### config.mk
export PLATFORM = sky130hd
export DESIGN_NAME = reset_manager
export DESIGN_NICKNAME = d
export VERILOG_FILES = /design/src/rtl/reset_manager_pkg.sv /design/src/rtl/reset_manager.sv
export SDC_FILE = /design/constraint.sdc
export NUM_CORES = 1
export LEC_CHECK = 0
export BUFFER_PORTS_ARGS = -buffer_cell sky130_fd_sc_hd__buf_2
export CORE_UTILIZATION = 49
export CTS_BUF_LIST = sky130_fd_sc_hd__clkbuf_4 sky130_fd_sc_hd__clkbuf_8 sky130_fd_sc_hd__clkbuf_16
export DETAILED_ROUTE_END_ITERATION = 12
export MAX_ROUTING_LAYER = met4
export PLACE_DENSITY = 0.81
export SYNTH_ARGS = -nofsm -noshare
export SYNTH_HDL_FRONTEND = slang
export SYNTH_SLANG_ARGS = --single-unit
export TNS_END_PERCENT = 1
### constraint.sdc
create_clock -name clk -period 1.6 [get_ports clk]
set_input_delay 0.32 -clock clk [delete_from_list [all_inputs] [get_ports clk]]
set_output_delay 0.32 -clock clk [all_outputs]
set_load 0.02 [all_outputs]
### src/rtl/reset_manager_pkg.sv
// constants, types and register map of the reset and sleep manager
// ----------------------------------------------------------------------------
// Overview of operation
// - power-on clears all state, forces RC on, crystal off, core held
// - other resets clear system and enabled port-config bits, core reset
// - halt enters standby; any reset or enabled wake request ends it
// - sleep stops all clocks and peripherals, no time keeping
// - sleep ends only on power-on, reset pin, or port A combination
// - port A wake keeps every cold-reset bit unchanged
// - dormant-seen flag reads 1 if sleep occurred since last clear
// - control register: unlock 7, pconf 6, bad address 5, watchdog 4
// - watchdog enable cannot be cleared by software once set
// - sleep request at cause bit 7 always reads 0
// - cause flags at bits 5..1 clear only on power-up or by write
// - five reset sources: power, pin, port A, watchdog, bad address
// - cold reset asserted on power-on reset, and on the reset pin if pin_is_cold
// - global reset asserted on cold or any enabled reset source
// - port-config reset with cold reset, or with global reset and its enable set
// - dormant reset held for the whole sleep, nothing else from it
// - pin asserts all four resets on newer part, fewer on older
// - sleep request is a software reset source used only for sleep
// - sleep request ignored while sleep unlock is 0
// - watchdog cleared only by 0x0a then 0x03, consecutive writes; the counter also clears on every global reset
// - watchdog counts 0 to 7, resets the system on reaching 8
// ----------------------------------------------------------------------------
package reset_manager_pkg;

  // ----------------------------------------------------------------------------
  // register map
  // ----------------------------------------------------------------------------
  localparam logic [7:0] reg_reset_control = 8'h00;
  localparam logic [7:0] reg_reset_cause = 8'h01;
  localparam logic [7:0] reg_wdg_service = 8'h02;
  localparam logic [7:0] reg_dormant_status = 8'h03;

  localparam int bit_sleep_unlock = 7;
  localparam int bit_port_cfg_reset_enable = 6;
  localparam int bit_bad_address_reset_enable = 5;
  localparam int bit_wdg_reset_enable = 4;

  localparam int bit_sleep_request = 7;
  localparam int bit_bad_address_cause_flag = 5;
  localparam int bit_wdg_cause_flag = 4;
  localparam int bit_port_a_cause_flag = 3;
  localparam int bit_pin_cause_flag = 2;
  localparam int bit_pin_wake_cause_flag = 1;
  localparam int bit_dormant_seen_flag = 0;

  localparam logic [7:0] reset_value = 8'h00;
  localparam logic [3:0] ctrl_reset_value = 4'h0;
  localparam logic [4:0] cause_reset_value = 5'h00;

  // ----------------------------------------------------------------------------
  // watchdog
  // ----------------------------------------------------------------------------
  localparam logic [7:0] wdg_key_first = 8'h0a;
  localparam logic [7:0] wdg_key_second = 8'h03;
  localparam logic [3:0] wdg_count_zero = 4'h0;
  localparam logic [3:0] wdg_count_one = 4'h1;
  localparam logic [3:0] wdg_count_trip = 4'h8;

  // ----------------------------------------------------------------------------
  // types
  // ----------------------------------------------------------------------------
  typedef enum logic [2:0]
  {
    mode_active = 3'b001,
    mode_standby = 3'b010,
    mode_sleep = 3'b100
  } op_mode_t;

  typedef struct packed
  {
    logic cold;
    logic system;
    logic pconf;
    logic sleep;
  } reset_bus_t;

  typedef struct packed
  {
    logic [7:0] addr;
    logic [7:0] wdata;
    logic wr;
    logic rd;
  } reg_req_t;

endpackage

### src/rtl/reset_manager.sv
// reset distribution, sleep and standby control, watchdog, cause register
//
// Implementation choices: the address-and-strobe port and the register addresses.
`timescale 1ns/1ps
`default_nettype none

module reset_manager
#(
  // 1: reset pin acts as a full cold reset, 0: older behaviour, global plus enabled port-config reset
  parameter bit pin_is_cold = 1'b1
)
(
  input wire logic clk,
  input wire logic rst,
  input wire reset_manager_pkg::reg_req_t req,
  output logic [7:0] rdata,
  input wire logic reset_pin,
  input wire logic port_a_combo,
  input wire logic wdg_tick,
  input wire logic bad_address,
  input wire logic halt_req,
  input wire logic wake_req,
  output reset_manager_pkg::reset_bus_t resets,
  output logic cpu_run,
  output logic clocks_run,
  output logic force_rc_on,
  output reset_manager_pkg::op_mode_t mode
);

  // ----------------------------------------------------------------------------
  // pin synchronisers
  // ----------------------------------------------------------------------------
  logic pin_meta;
  logic pin_sync;
  logic porta_meta;
  logic porta_sync;

  always_ff @(posedge clk)
  begin
    pin_meta <= reset_pin;
    pin_sync <= pin_meta;
    porta_meta <= port_a_combo;
    porta_sync <= porta_meta;
  end

  // ----------------------------------------------------------------------------
  // decode helpers
  // ----------------------------------------------------------------------------
  function automatic logic hit(input reset_manager_pkg::reg_req_t r,
                               input logic [7:0] a);
    hit = r.wr && (r.addr == a);
  endfunction

  logic wr_ctrl;
  logic wr_cause;
  logic wr_wdg;
  logic wr_dormant;
  assign wr_ctrl = hit(req, reset_manager_pkg::reg_reset_control);
  assign wr_cause = hit(req, reset_manager_pkg::reg_reset_cause);
  assign wr_wdg = hit(req, reset_manager_pkg::reg_wdg_service);
  assign wr_dormant = hit(req, reset_manager_pkg::reg_dormant_status);

  // ----------------------------------------------------------------------------
  // reset sources
  // ----------------------------------------------------------------------------
  logic sleep_unlock;
  logic port_cfg_reset_enable;
  logic bad_address_reset_enable;
  logic wdg_reset_enable;
  logic [3:0] wdg_count;
  logic wdg_armed;
  reset_manager_pkg::op_mode_t state;

  logic src_wdg;
  logic src_bad;
  logic src_porta;
  logic src_pin;
  logic cold_src;
  logic pconf_src;
  logic sys_src;

  assign src_pin = pin_sync;
  assign src_porta = porta_sync;
  assign src_wdg = wdg_reset_enable &&
                   (wdg_count == reset_manager_pkg::wdg_count_trip);
  assign src_bad = bad_address_reset_enable && bad_address;
  assign cold_src = rst || (pin_is_cold && src_pin);
  assign pconf_src = src_wdg || src_bad || src_porta ||
                     (!pin_is_cold && src_pin);
  assign sys_src = cold_src || pconf_src || src_pin;

  // ----------------------------------------------------------------------------
  // internal reset outputs
  // ----------------------------------------------------------------------------
  always_ff @(posedge clk)
  begin
    if (rst)
    begin
      resets <= '1;
    end
    else
    begin
      resets.cold <= cold_src;
      resets.system <= sys_src;
      resets.pconf <= cold_src ||
                      (pconf_src && port_cfg_reset_enable);
      // sleep request alone raises only the dormant reset
      resets.sleep <= cold_src ||
                      (state == reset_manager_pkg::mode_sleep);
    end
  end

  // ----------------------------------------------------------------------------
  // reset control register
  // ----------------------------------------------------------------------------
  // cold bits survive port A wake since only cold reset clears them
  always_ff @(posedge clk)
  begin
    if (cold_src)
    begin
      sleep_unlock <= 1'b0;
      port_cfg_reset_enable <= 1'b0;
      bad_address_reset_enable <= 1'b0;
      wdg_reset_enable <= 1'b0;
    end
    else if (wr_ctrl)
    begin
      sleep_unlock <= req.wdata[reset_manager_pkg::bit_sleep_unlock];
      port_cfg_reset_enable <=
        req.wdata[reset_manager_pkg::bit_port_cfg_reset_enable];
      bad_address_reset_enable <=
        req.wdata[reset_manager_pkg::bit_bad_address_reset_enable];
      wdg_reset_enable <= wdg_reset_enable ||
        req.wdata[reset_manager_pkg::bit_wdg_reset_enable];
    end
  end

  // ----------------------------------------------------------------------------
  // operating mode
  // ----------------------------------------------------------------------------
  logic sleep_write;
  assign sleep_write = wr_cause && sleep_unlock &&
                       req.wdata[reset_manager_pkg::bit_sleep_request];

  always_ff @(posedge clk)
  begin
    if (cold_src)
    begin
      state <= reset_manager_pkg::mode_active;
    end
    else
    begin
      unique case (state)
        reset_manager_pkg::mode_active:
        begin
          if (sleep_write && !sys_src)
          begin
            state <= reset_manager_pkg::mode_sleep;
          end
          else if (halt_req && !sys_src)
          begin
            state <= reset_manager_pkg::mode_standby;
          end
        end
        reset_manager_pkg::mode_standby:
        begin
          if (sys_src || wake_req)
          begin
            state <= reset_manager_pkg::mode_active;
          end
        end
        reset_manager_pkg::mode_sleep:
        begin
          // watchdog and bus sources are frozen here, only pins wake
          if (src_pin || src_porta)
          begin
            state <= reset_manager_pkg::mode_active;
          end
        end
        default:
        begin
          state <= reset_manager_pkg::mode_active;
        end
      endcase
    end
  end

  always_ff @(posedge clk)
  begin
    if (rst)
    begin
      mode <= reset_manager_pkg::mode_active;
      cpu_run <= 1'b0;
      clocks_run <= 1'b1;
      force_rc_on <= 1'b1;
    end
    else
    begin
      mode <= state;
      cpu_run <= (state == reset_manager_pkg::mode_active) &&
                 !sys_src;
      clocks_run <= (state != reset_manager_pkg::mode_sleep);
      force_rc_on <= cold_src;
    end
  end

  // ----------------------------------------------------------------------------
  // reset cause register
  // ----------------------------------------------------------------------------
  logic [4:0] cause;
  logic [4:0] cause_set;
  logic in_sleep;
  assign in_sleep = (state == reset_manager_pkg::mode_sleep);
  assign cause_set = {src_bad, src_wdg, src_porta, src_pin,
                      src_pin && in_sleep};

  // set wins over the clearing write
  always_ff @(posedge clk)
  begin
    if (rst)
    begin
      cause <= reset_manager_pkg::cause_reset_value;
    end
    else if (wr_cause)
    begin
      cause <= cause_set;
    end
    else
    begin
      cause <= cause | cause_set;
    end
  end

  logic dormant_seen_flag;
  always_ff @(posedge clk)
  begin
    if (rst)
    begin
      dormant_seen_flag <= 1'b0;
    end
    else
    begin
      dormant_seen_flag <= in_sleep || (dormant_seen_flag && !wr_dormant);
    end
  end

  // ----------------------------------------------------------------------------
  // watchdog
  // ----------------------------------------------------------------------------
  logic key_match;
  assign key_match = wr_wdg && wdg_armed &&
                     (req.wdata == reset_manager_pkg::wdg_key_second);

  always_ff @(posedge clk)
  begin
    if (cold_src)
    begin
      wdg_armed <= 1'b0;
    end
    else if (wr_wdg)
    begin
      wdg_armed <= (req.wdata == reset_manager_pkg::wdg_key_first);
    end
  end

  // counter also clears on its own trip, else the reset would repeat forever
  always_ff @(posedge clk)
  begin
    if (cold_src || sys_src || key_match)
    begin
      wdg_count <= reset_manager_pkg::wdg_count_zero;
    end
    else if (wdg_reset_enable && wdg_tick && !in_sleep)
    begin
      wdg_count <= wdg_count + reset_manager_pkg::wdg_count_one;
    end
  end

  // ----------------------------------------------------------------------------
  // read port
  // ----------------------------------------------------------------------------
  logic [7:0] next_rdata;
  always_comb
  begin
    next_rdata = reset_manager_pkg::reset_value;
    if (req.rd)
    begin
      unique case (req.addr)
        reset_manager_pkg::reg_reset_control:
        begin
          next_rdata = {sleep_unlock, port_cfg_reset_enable,
                        bad_address_reset_enable, wdg_reset_enable,
                        reset_manager_pkg::ctrl_reset_value};
        end
        reset_manager_pkg::reg_reset_cause:
        begin
          next_rdata = {2'b00, cause, 1'b0};
        end
        reset_manager_pkg::reg_wdg_service:
        begin
          next_rdata = {4'h0, wdg_count};
        end
        reset_manager_pkg::reg_dormant_status:
        begin
          next_rdata = {7'h00, dormant_seen_flag};
        end
        default:
        begin
          next_rdata = reset_manager_pkg::reset_value;
        end
      endcase
    end
  end

  always_ff @(posedge clk)
  begin
    if (rst)
    begin
      rdata <= reset_manager_pkg::reset_value;
    end
    else
    begin
      rdata <= next_rdata;
    end
  end
endmodule // reset_manager

`default_nettype wire

Word level (Yosys, flattened, before mapping)
Cells that the tools add are included.
{"block": "totals", "wordCells": 81, "output_inout_bits": 18, "regBits": 39}
{"block": "op_classes", "n_mux": 7, "n_reduce_logical": 37, "n_bitwise": 2, "n_eq_ne": 13, "n_addsub": 1}
{"operator": "case mux 8 bit (4 select lines)", "count": 1}
{"operator": "equality test 8 x 2 -> 1 bit, second input constant", "count": 3}
{"operator": "logical AND 1 bit", "count": 18}
{"operator": "logical OR 1 bit", "count": 13}
{"operator": "two-way mux 3 bit", "count": 4}
{"operator": "case mux 3 bit (3 select lines)", "count": 1}
{"operator": "equality test 8 x 1 -> 1 bit, second input constant", "count": 1}
{"operator": "equality test 8 x 4 -> 1 bit, second input constant", "count": 1}
{"operator": "zero test 8 bit", "count": 1}
{"operator": "!= test 3 bit, second input constant", "count": 2}
{"operator": "two-way mux 5 bit", "count": 1}
{"operator": "OR 5 bit", "count": 1}
{"operator": "adder 4 x 1 -> 4 bit, second input constant", "count": 1}
{"operator": "equality test 4 bit, second input constant", "count": 1}
{"operator": "equality test 3 x 1 -> 1 bit, second input constant", "count": 1}
{"operator": "equality test 3 x 2 -> 1 bit, second input constant", "count": 1}
{"operator": "equality test 3 bit, second input constant", "count": 1}
{"operator": "zero test 1 bit", "count": 3}
{"operator": "AND reduction 3 bit", "count": 1}
{"operator": "!= test 2 x 1 -> 1 bit, second input constant", "count": 1}
{"operator": "!= test 2 bit, second input constant", "count": 1}
{"operator": "OR reduction 2 bit", "count": 1}
{"operator": "NOT 1 bit", "count": 1}

Logic depth before layout (Yosys ltp)
Gate-level depths: netlist of the first run.
{"block": "depth", "word_depth": 11, "ltp_mapped": 6}

Worst setup path after synthesis of the first run
No wires, ideal clock.
{"block": "synth_path", "path_type": "input-to-reg", "start": "input port req[11] (netlist name)", "end": "register wdg_armed", "required_time_ns": 1.530, "n_path_buf": 1, "path_slack_ns": 0.106, "stages": 5, "arrival_time_ns": 1.424, "setup_time_ns": 0.070, "cell_sequence": "buf_2 -> nor2b_1 -> nand3_1 -> or4_1 -> a21oi_1"}
{"block": "synth_via", "elab_chain_cells": 2}
{"item": "from (decl)", "line_no": "reset_manager.sv:15", "text": "input wire reset_manager_pkg::reg_req_t req,"}
{"item": "equality test 8 x 2 -> 1 bit", "line_no": "reset_manager.sv:51", "text": "hit = r.wr && (r.addr == a);"}
{"item": "logical AND 1 bit", "line_no": "reset_manager.sv:51"}
{"item": "to (signal assigned)", "line_no": "reset_manager.sv:262", "text": "wdg_armed <= (req.wdata == reset_manager_pkg::wdg_key_first);"}
{"item": "to (decl)", "line_no": "reset_manager.sv:71", "text": "logic wdg_armed;"}
Every way passes these cells.
A chain may end at the register's enable or synchronous reset.

Worst setup path after layout of the first run
{"block": "layout_path", "start": "register state[0]", "end": "register state[2]"}
{"block": "layout_via", "elab_chain_cells": 3, "word_cells_on_any_way": 8, "classes_between": "eq/ne (6); mux (1); reduce/logical (1)"}
{"item": "from (decl)", "line_no": "reset_manager.sv:72", "text": "reset_manager_pkg::op_mode_t state;"}
{"item": "from (signal assigned)", "line_no": "reset_manager.sv:149", "text": "state <= reset_manager_pkg::mode_active;"}
{"item": "from (signal assigned)", "line_no": "reset_manager.sv:158", "text": "state <= reset_manager_pkg::mode_sleep;"}
{"item": "from (signal assigned)", "line_no": "reset_manager.sv:162", "text": "state <= reset_manager_pkg::mode_standby;"}
{"item": "equality test 3 x 1 -> 1 bit (tied with other cells)", "line_no": "reset_manager.sv:153", "text": "unique case (state)"}
{"item": "!= test 3 bit (no line) (tied with other cells)"}
{"item": "AND reduction 3 bit (no line)"}
Several ways; a longest one is shown, not always the timed one.

==> results of run 1 <==
## synthesized netlist by cell type (3+ instances only)
library cell  number
dfxtp_1           39
nor2_1            19
a21oi_1            8
nand2_1            8
mux2i_1            7
nand3_1            7
inv_1              5
a22oi_1            4
nor2b_1            4
nor4b_1            4
nand4_1            3
## worst paths after layout
kind / from / endpoint / slack, ns / cells after the start
worst min register to register: porta_meta / porta_sync / 0.34 / 0
worst max-delay path: state[0] / state[2] / -0.04 / 4
worst max register to register: state[0] / state[2] / -0.04 / 4
worst min-delay path: port_a_combo / porta_meta / 0.06 / 1
## sequential cells by signal (all words and copies together) (netlist names), 3 cells and up
signal,cells
rdata,8
cause,5
wdg_count,4
mode,3
resets,3
state,3
## worst register-to-register path, cell delays in order (launching register included)
cell	delay [ns]
dfxtp_1	0.40
nor3b_1	0.43
nand3_2	0.18
or3_1	0.40
a21oi_1	0.16
## cell families after synthesis
kind of cell,after synthesis,share of synthesized area (%)
AO/OA/AOI/OAI,19,8.57
adder cells (fa/ha/maj),2,1.73
buffers and inverters,11,3.29
multiplexers,7,4.84
XOR/XNOR,3,1.82
flip-flops,39,54.0
AND/OR/NAND/NOR,65,25.8
## layout make-up
| class | count | area share [%] |
|---|---|---|
| inverters | 6 | 1.21 |
| multi-input cells | 96 | 33.6 |
| repair buffers | 59 | 18.0 |
| clock inverters | 2 | 0.670 |
| well taps | 31 | 2.08 |
| clock buffers | 6 | 2.41 |
| flip-flops and latches | 39 | 42.0 |
## what timing repair did
action	CTS	global route
setup buffers	0	2
pin swaps	0	1
resized for setup	1	4
endpoints found under the setup margin	1	3
## through the flow
stage	util [%]	power [W]	setup TNS (ns)	std cells	area, um^2
after global placement	64.0	0.00115	-0.353	229	1780
after floorplan	-	0.00108	0	146	1450
after detailed placement	64.0	0.00115	-0.430	229	1780
final	67.1	0.00164	-0.0443	239	1870
after CTS	66.1	0.00164	0	237	1840
after global routing	67.1	0.00170	-0.0666	239	1870
## metal layers
| metal | GRT usage (%) | wire length, um |
|---|---|---|
| met4 | 12.2 | 84 |
| met1 | 26.4 | 1440 |
| met3 | 4.61 | 189 |
| met5 | - | 0 |
| met2 | 41.5 | 1730 |
## report_power, final
part           switching, W  leakage, nW  internal [W]
Combinational     0.0000758        0.461     0.0000673
Sequential       0.00000948        0.319      0.000987
Clock              0.000313       0.0317      0.000186
Total              0.000398        0.811       0.00124
==> summary.md, run 1 <==
| Metric | Value |
|---|---|
| Worst-path fanout max | 5 |
| Hold WC Path Type | input port to flop |
| CP cell instances | nor3b_1 -> nand3_2 -> or3_1 -> a21oi_1 |
| Largest net degree at the start of global routing | 13 |
| Final WS setup | -0.0443 ns |
| Clk_lat worst skew | 0.35 ns |
| Clock-pin slew on the worst setup and hold paths | 0.11 ns |
| Yosys top cell by area | dfxtp_1 |
| Total of max-cap violations | 0 |
| Clock Sinks | 39 |
| Critical path endpoint category | flop |
| Die Area | 3170 um^2 |
| Htree depth | 2 |
| Initial DRC Count | 41 |
| ANT cells | 0 |
| Setup crit start kind | flop |
| DRC Markers | 0 |
| Netlist Area Pre-Place | 1450 um^2 |
| Worst endpoint required time | 1.88 ns |
| Status | finished, violations left |
| Synth Net Count | 174 |
| Layout area overhead | 29.1% |
| Post-DP HPWL | 2680 um |
| First-pass GRT wire length | 5630 um |
| Slew HR | 69.3% |
| Sequential-to-total area share from yosys stat | 54.0% |
| Slew Limit Fails | 0 |
| Vias | 1317 |
| Total CTS buffers | 5 |
| Synth warn | 0 |
| Yosys cell types | 39 |
| Die Y | 56.3 um |
| Setup Skew | 0.00965 ns |
| Tightest Pin Transition | 0.459 ns |
| Min cycle time layout | 1.64 ns |
| Maximum clock path buffer count | 2 |
| Commonest non-fill, non-tap cell in the layout | buf_2 |
| Critical Path AT | 1.93 ns |
| GR Overflow Total | 0 |
| Final Hold Viols | 0 |
| Cts hold-fix bufs | 0 |
| TritonCTS clock tree | done |
| Crit-path max cell delay | 0.43 ns |
| Cells after synthesis | 146 |
| Buf/Inv on CP | 0 |
| Gpl congestion | 0.865 |
| Most frequent cells in the layout | buf_2 (43), dfxtp_1 (38), nor2_1 (19), buf_4 (16) |
| Initial antenna violation count | 0 |
| Post-synth EDFFs | 0 |
| Port Buf Inserts | 43 |
| Share of cells above drive strength 1 | 37.0% |
| Dpl ws | -0.106 ns |
| Aggregate global-route resource usage | 24.0% |
| # IOs | 44 |
| Detailed Route WL | 3450 um |
| Crit path max-delay family | simple AND/OR/NAND/NOR gates |
| Pleak | 0.811 nW |
| Area of the multi-input gates | 628 um^2 |
| Pwr dens | 878 nW/um^2 |
| Max IR drop VDD | 754 uV |
| Cell row count | 19 |
| Final setup viols | 1 |
| Worst path slowest cell | nor3b_1 |
| Fin crit share | 103% |
| Fin Hold WS | 0.0643 ns |
| Initial core utilization | 52.0% |
| Unrepaired setup endpoints after global routing | true |
| Ys flop type | dfxtp_1 |
| Core area | 2780 um^2 |
| Yosys reg bits | 39 |
| Post-route ant nets | 0 |
| Async SR Flop Fraction | 0% |
| Top cells by area, synth | dfxtp_1 (54%), nor2_1 (4.9%), mux2i_1 (4.8%) |
| Reg area | 785 um^2 |
| 1st-pass router iterations | 4 |
| Fin nets | 235 |
| Vias in the first global route | 1332 |
| Worst setup path class | flop to flop |
| Drt via density | 5.51 |
| WL per Instance | 14.4 um |
| Fillers | 232 |
| Clk root buf | clkbuf_4 |
| Max Clock Freq | 608 MHz |
| Failing checks | negative setup slack |
| Die extent in x | 56.3 um |
| Post-synth top area share | 54.0% |
| Syn_area_per_cell | 9.91 um^2 |
Power figures use the tool's default switching activity.
==> run 2: changes to the inputs <==
CORE_ASPECT_RATIO = 0.75   (was not set)
==> run 2 against run 1 <==
  * Sequential share of layout area is 0.93 points lower
  * Utilization is 3.3 points higher
  * Via count is 2.7% lower
  * Die area hardly changed
  * Critical endpoint is now state[0]
  * The flow now finishes without violations
  * Worst hold slack better by 0.057 ns
  * Global-route usage is 0.25 points lower
  * Final cell count is 0.84% higher
==> summary.md, run 2 (synthesized netlist as in run 1, its figures left out) <==
| Metric | Value |
|---|---|
| Fillers | 216 (-6.9%) |
| CTS resizes | 0 (-1) |
| Unrepaired setup endpoints after global routing | false |
| DRT met1 WL | 1490 um (+3.3%) |
| First-pass GRT wire length | 5310 um (-5.6%) |
| Core area | 2700 um^2 (-2.8%) |
| Initial DRC Count | 57 (+39%) |
| Switching pwr | 0.000410 W (+2.9%) |
| WHS Path Cells | 1 (unchanged) |
| Logic gate share of total power | 6.8% (-1.9 points) |
| Setup slack, reg-to-reg | 0.08 ns (+0.12 ns) |
| Clock Power Share | 42.4% (+12 points) |
| Die Y | 49.1 um (-13%) |
| Final instance area | 1900 um^2 (+1.9%) |
| Setup Skew | 0.00416 ns (-0.00549 ns) |
| Post-route ant nets | 0 (unchanged) |
| Cell row count | 16 (-3) |
| Crit-path max cell delay | 0.46 ns (+0.03 ns) |
| Worst endpoint required time | 1.77 ns (-0.11 ns) |
| Die Area | 3180 um^2 (about the same) |
| Crit path top cell by count | nand3_1 |
| Worst setup startpoint | state[2] |
| Slew Limit Fails | 0 (unchanged) |
| Critical hold path startpoint | port_a_combo |
| Share of cells above drive strength 1 | 35.1% (-1.9 points) |
| Final setup viols | 0 (-1) |
| Hold WC Path Type | input port to flop |
| Critical path endpoint category | flop |
| Worst-path fanout max | 6 (+1) |
| Initial core utilization | 53.5% (+1.5 points) |
| Vias in the first global route | 1256 (-5.7%) |
| Fin Hold WS | 0.122 ns (+0.0575 ns) |
| ANT cells | 0 (unchanged) |
| Routed wl met3 | 188 um (-0.53%) |
| Setup crit start kind | flop |
| Fin nets | 232 (-1.3%) |
| Largest Register | rdata |
| Layout area overhead | 31.6% |
| Most frequent cells in the layout | buf_2 (43), dfxtp_1 (38), nor2_1 (19), buf_4 (13) |
| Aggregate global-route resource usage | 23.8% (-0.25 points) |
| Clock Sinks | 39 (unchanged) |
| Reg-to-reg endpoint | state[0] |
| Pwr dens | 1030 nW/um^2 (+18%) |
| Worst path slowest cell | or3b_1 |
| Pleak | 0.820 nW (+1.1%) |
| Worst setup path class | flop to flop |
| Reg2Reg Depth | 4 (unchanged) |
| Fin cells | 241 (+0.84%) |
| # IOs | 44 (unchanged) |
| Die extent in x | 64.7 um (+15%) |
| Clk root buf | clkbuf_8 |
| DRC Markers | 0 (unchanged) |
| Post-CTS Setup Repair Bufs | 0 (unchanged) |
| Total of max-cap violations | 0 (unchanged) |
| Critical Path AT | 1.69 ns (-0.24 ns) |
| Htree depth | 2 (unchanged) |
| Total negative slack | 0 ns (+0.0443 ns) |
| Tightest Pin Transition | 0.380 ns (-0.0792 ns) |
| Slew HR | 74.6% (+5.3 points) |
| FF-to-FF Start | state[2] |
| Sw Ratio | 20.9% (-3.4 points) |
| Clock-pin slew on the worst setup and hold paths | 0.07 ns (-0.04 ns) |
| Commonest non-fill, non-tap cell in the layout | buf_2 |
| Final Hold Viols | 0 (unchanged) |
| Cts hold-fix bufs | 0 (unchanged) |
| Max reg flops | 8 (unchanged) |
| Detailed Route WL | 3290 um (-4.8%) |
| Vias | 1281 (-2.7%) |
| Crit path max-delay family | simple AND/OR/NAND/NOR gates |
| Power Internal | 0.00155 W (+25%) |
| GR Overflow Total | 0 (unchanged) |
| Max Clock Freq | 657 MHz (+8.1%) |
| CP cell instances | or3b_1 -> or3_1 -> nand3_1 -> nand3_1 |
| Placed cell area | 1780 um^2 (about the same) |
| Sequential Power Share | 50.8% (-10 points) |
| Total CTS buffers | 5 (unchanged) |
| TritonCTS clock tree | done |
| Met2 wire length | 1510 um (-13%) |
| Port Buf Inserts | 43 (unchanged) |
| Core Util, Final | 70.4% (+3.3 points) |
| Fin crit share | 95.1% (-7.7 points) |
| 1st-pass router iterations | 4 (unchanged) |
| Drt via density | 5.32 (-3.5%) |
| Gpl congestion | 0.811 (-6.2%) |
| Worst Hold Path EP | porta_meta |
| Buf/Inv on CP | 0 (unchanged) |
| Clk_lat worst skew | 0.30 ns (-0.05 ns) |
| WL per Instance | 13.6 um (-5.6%) |
| Max IR drop VDD | 706 uV (-6.4%) |
| Initial antenna violation count | 0 (unchanged) |
| Largest registers | rdata (8), cause (5), wdg_count (4) |
| Min cycle time layout | 1.52 ns (-0.123 ns) |
| Maximum clock path buffer count | 2 (unchanged) |
| Post-DP HPWL | 2520 um (-5.9%) |
| Status | completed |
| Largest net degree at the start of global routing | 13 (unchanged) |
| Top sig layer | met4 |
| Placed Cells | 233 (+1.7%) |
## run 2: changes by cell type in the layout (fill, tap and decap cells not counted), sizes merged
cell,before,now
clkinvlp,1,0
bufinv,0,1
buf,59,56
## run 2: metal layers
| layer | vias up | track usage (%) |
|---|---|---|
| li1 | 632 | - |
| met1 | 589 | 27.4 |
| met2 | 47 | 35.9 |
| met3 | 13 | 6.07 |
| met4 | 0 | 17.0 |
| met5 | - | - |
## run 2: final cells by class
type	count	area [um^2]	share of cell area, %
Timing Repair Buffer	56	313	16.4
Clock inverter	2	35.0	1.84
Inverter	6	22.5	1.18
Sequential cell	39	782	41.1
Tap cell	36	45.0	2.37
Multi-Input combinational cell	96	623	32.7
Clock buffer	6	82.6	4.34
## run 2: worst register-to-register path, cell delays in order (launching register included)
cell	delay, ns
dfxtp_1	0.40
or3b_1	0.46
or3_1	0.37
nand3_1	0.08
nand3_1	0.07
## run 2: stage by stage
stage	total power, W	setup WS (ns)
global placement	0.00115	0.0263
global route	0.00204	0.0150
CTS	0.00198	0.0846
detailed placement	0.00115	-0.0100
finish	0.00196	0.0788
floorplan	0.00108	0.106
## run 2: worst max-delay path by stage
stage	end	cells after the start	slack [ns]
5_1_grt	state[2]	6	0.02
2_1_floorplan	wdg_armed	5	0.11
4_1_cts	state[2]	6	0.08
3_3_place_gp	wdg_armed	5	0.03
3_5_place_dp	wdg_armed	5	-0.01
6_report	state[0]	4	0.08
## run 2: power by group through the flow
stage                     Clock, W  Combinational [W]  Sequential (W)
final                     0.000833           0.000133        0.000997
after detailed placement         0           0.000130         0.00102
after CTS                 0.000850           0.000131        0.000997
after global routing      0.000894           0.000143        0.000998
after floorplan                  0          0.0000517         0.00103
after global placement           0           0.000127         0.00102
==> run 3: changes to the inputs <==
CORE_MARGIN = 10   (was not set)
clock period = 1.42 ns   (was 1.6 ns; I/O delays follow)
==> run 3 against run 2 <==
  * The flow now finishes with violations (negative setup slack)
  * Die area grew 75%
  * Clock power grew 14%
  * Power grew 15%
  * Global-route usage shrank 8.5 points
  * Clock skew grew 0.00088 ns
  * Largest power group unchanged
==> summary.md, run 3 (synthesized netlist as in run 1, its figures left out) <==
| Metric | Value |
|---|---|
| # IOs | 44 (unchanged) |
| Critical Path AT | 1.67 ns (-0.02 ns) |
| Crit-path max cell delay | 0.32 ns (-0.14 ns) |
| Reg-to-reg endpoint | wdg_count[2] |
| Worst setup path class | flop to flop |
| Die Y | 67.1 um (+37%) |
| Critical path endpoint category | flop |
| DRC Markers | 0 (unchanged) |
| Port Buf Inserts | 43 (unchanged) |
| Gpl congestion | 0.848 (+4.6%) |
| Setup Skew | 0.00505 ns (+0.000884 ns) |
| CP cell instances | inv_1 -> ha_1 -> nand4b_1 -> and2_4 -> o311ai_2 -> buf_4 -> nor2_1 |
| Routed wl met3 | 392 um (+110%) |
| Min cycle time layout | 1.48 ns (-0.0375 ns) |
| Fin cells | 253 (+5.0%) |
| Total CTS buffers | 5 (unchanged) |
| Status | finished, violations left |
| Total of max-cap violations | 0 (unchanged) |
| DRT met1 WL | 1680 um (+13%) |
| Pwr dens | 1100 nW/um^2 (+7.0%) |
| Max reg flops | 8 (unchanged) |
| Die extent in x | 82.7 um (+28%) |
| 1st-pass router iterations | 4 (unchanged) |
| Htree depth | 2 (unchanged) |
| Setup slack, reg-to-reg | -0.06 ns (-0.14 ns) |
| Post-route ant nets | 0 (unchanged) |
| Crit path max-delay family | simple AND/OR/NAND/NOR gates |
| Reg2Reg Depth | 7 (+3) |
| Clk_lat worst skew | 0.30 ns (about the same) |
| Buf/Inv on CP | 2 (+2) |
| Vias in the first global route | 1404 (+12%) |
| Final Hold Viols | 0 (unchanged) |
| Failing checks | negative setup slack |
| First-pass GRT wire length | 6250 um (+18%) |
| WHS Path Cells | 1 (unchanged) |
| Fin nets | 244 (+5.2%) |
| Initial DRC Count | 118 (+110%) |
| Crit path depth | 7 (+3) |
| Hold WC Path Type | input port to flop |
| Final WS setup | -0.0637 ns (-0.142 ns) |
| TritonCTS clock tree | done |
| Vias | 1358 (+6.0%) |
| Most frequent cells in the layout | buf_2 (43), dfxtp_1 (37), buf_4 (25), nor2_1 (19) |
| Critical hold path startpoint | reset_pin |
| Worst-path fanout max | 4 (-2) |
| Maximum clock path buffer count | 2 (unchanged) |
| Detailed Route WL | 4170 um (+27%) |
| Final setup viols | 7 (+7) |
| Max IR drop VDD | 953 uV (+35%) |
| Dpl ws | -0.232 ns (-0.222 ns) |
| Max Clock Freq | 674 MHz (+2.5%) |
| Aggregate global-route resource usage | 15.3% (-8.5 points) |
| Worst endpoint required time | 1.61 ns (-0.16 ns) |
| Placed Cells | 242 (+3.9%) |
| Post-DP HPWL | 3030 um (+20%) |
| Initial core utilization | 53.1% (-0.39 points) |
| CP Capture Point | wdg_count[2] |
| Layout area overhead | 40.9% |
| Clk root buf | clkbuf_8 |
| Clock Sinks | 39 (unchanged) |
| GR Overflow Total | 0 (unchanged) |
| Unrepaired setup endpoints after global routing | true |
| Fin crit share | 104% (+9.4 points) |
| Slew HR | 77.3% (+2.8 points) |
| Commonest non-fill, non-tap cell in the layout | buf_2 |
| Worst path slowest cell | dfxtp_2 |
| Setup crit start kind | flop |
| Met2 wire length | 1980 um (+31%) |
| Largest registers | rdata (8), cause (5), wdg_count (4) |
| ANT cells | 0 (unchanged) |
| Core area | 2720 um^2 (+0.74%) |
| FF-to-FF Start | wdg_count[0] |
| Fillers | 196 (-9.3%) |
| Worst setup startpoint | wdg_count[0] |
| Clock-pin slew on the worst setup and hold paths | 0.07 ns (about the same) |
| Largest Register | rdata |
| Tightest Pin Transition | 0.337 ns (-0.0430 ns) |
| Cell row count | 16 (unchanged) |
| Die Area | 5550 um^2 (+75%) |
| Largest net degree at the start of global routing | 13 (unchanged) |
| Share of cells above drive strength 1 | 44.2% (+9.1 points) |
| Cts hold-fix bufs | 0 (unchanged) |
| Slew Limit Fails | 0 (unchanged) |
| Initial antenna violation count | 0 (unchanged) |
| Pleak | 0.890 nW (+8.6%) |
| Top sig layer | met4 |
| Drt via density | 5.37 (+0.98%) |
| WL per Instance | 16.5 um (+21%) |
## run 3: worst min path at each step
stage	to	slack [ns]
4_1_cts	porta_meta	0.08
6_report	pin_meta	0.09
2_1_floorplan	pin_sync	0.31
3_5_place_dp	pin_sync	0.32
5_1_grt	pin_meta	0.08
3_3_place_gp	porta_sync	0.31
## run 3: layer usage
layer  vias up  global-route usage, %
met4         0                   8.33
met3        12                   5.36
met2        58                   24.5
met1       637                   16.1
li1        651                      -
met5         -                      -
## run 3: final cells by class
type	instances	area (um^2)	area share (%)
Clock buffer	6	82.6	4.05
Clock inverter	2	35.0	1.72
Inverter	6	22.5	1.10
Multi-Input combinational cell	96	667	32.7
Sequential cell	39	783	38.4
Tap cell	36	45.0	2.21
Timing Repair Buffer	68	403	19.8
## run 3: what timing repair did
| item | in CTS | in global routing |
|---|---|---|
| setup buffers | 2 | 1 |
| gates resized for setup | 2 | 10 |
| pin swaps | 2 | 5 |
| setup endpoints to repair | 7 | 8 |
## run 3: per-stage QoR
stage	instance area [um^2]	total power (W)	hold slack, ns	utilization [%]	TNS [ns]
2_1_floorplan	1450	0.00122	0.310	-	-0.0814
3_3_place_gp	1850	0.00130	0.312	68.0	-0.977
3_5_place_dp	1850	0.00131	0.317	68.0	-1.27
4_1_cts	1990	0.00224	0.0836	73.0	0
5_1_grt	2040	0.00230	0.0843	74.9	-0.690
6_report	2040	0.00225	0.0858	74.9	-0.372
## run 3: where the power goes
group / switching [W] / internal (W) / leakage (nW) / total, W
clock network: 0.000383 / 0.000568 / 0.0612 / 0.000951
registers: 0.0000118 / 0.00111 / 0.319 / 0.00112
logic: 0.0000901 / 0.0000825 / 0.510 / 0.000173
total: 0.000485 / 0.00176 / 0.890 / 0.00225
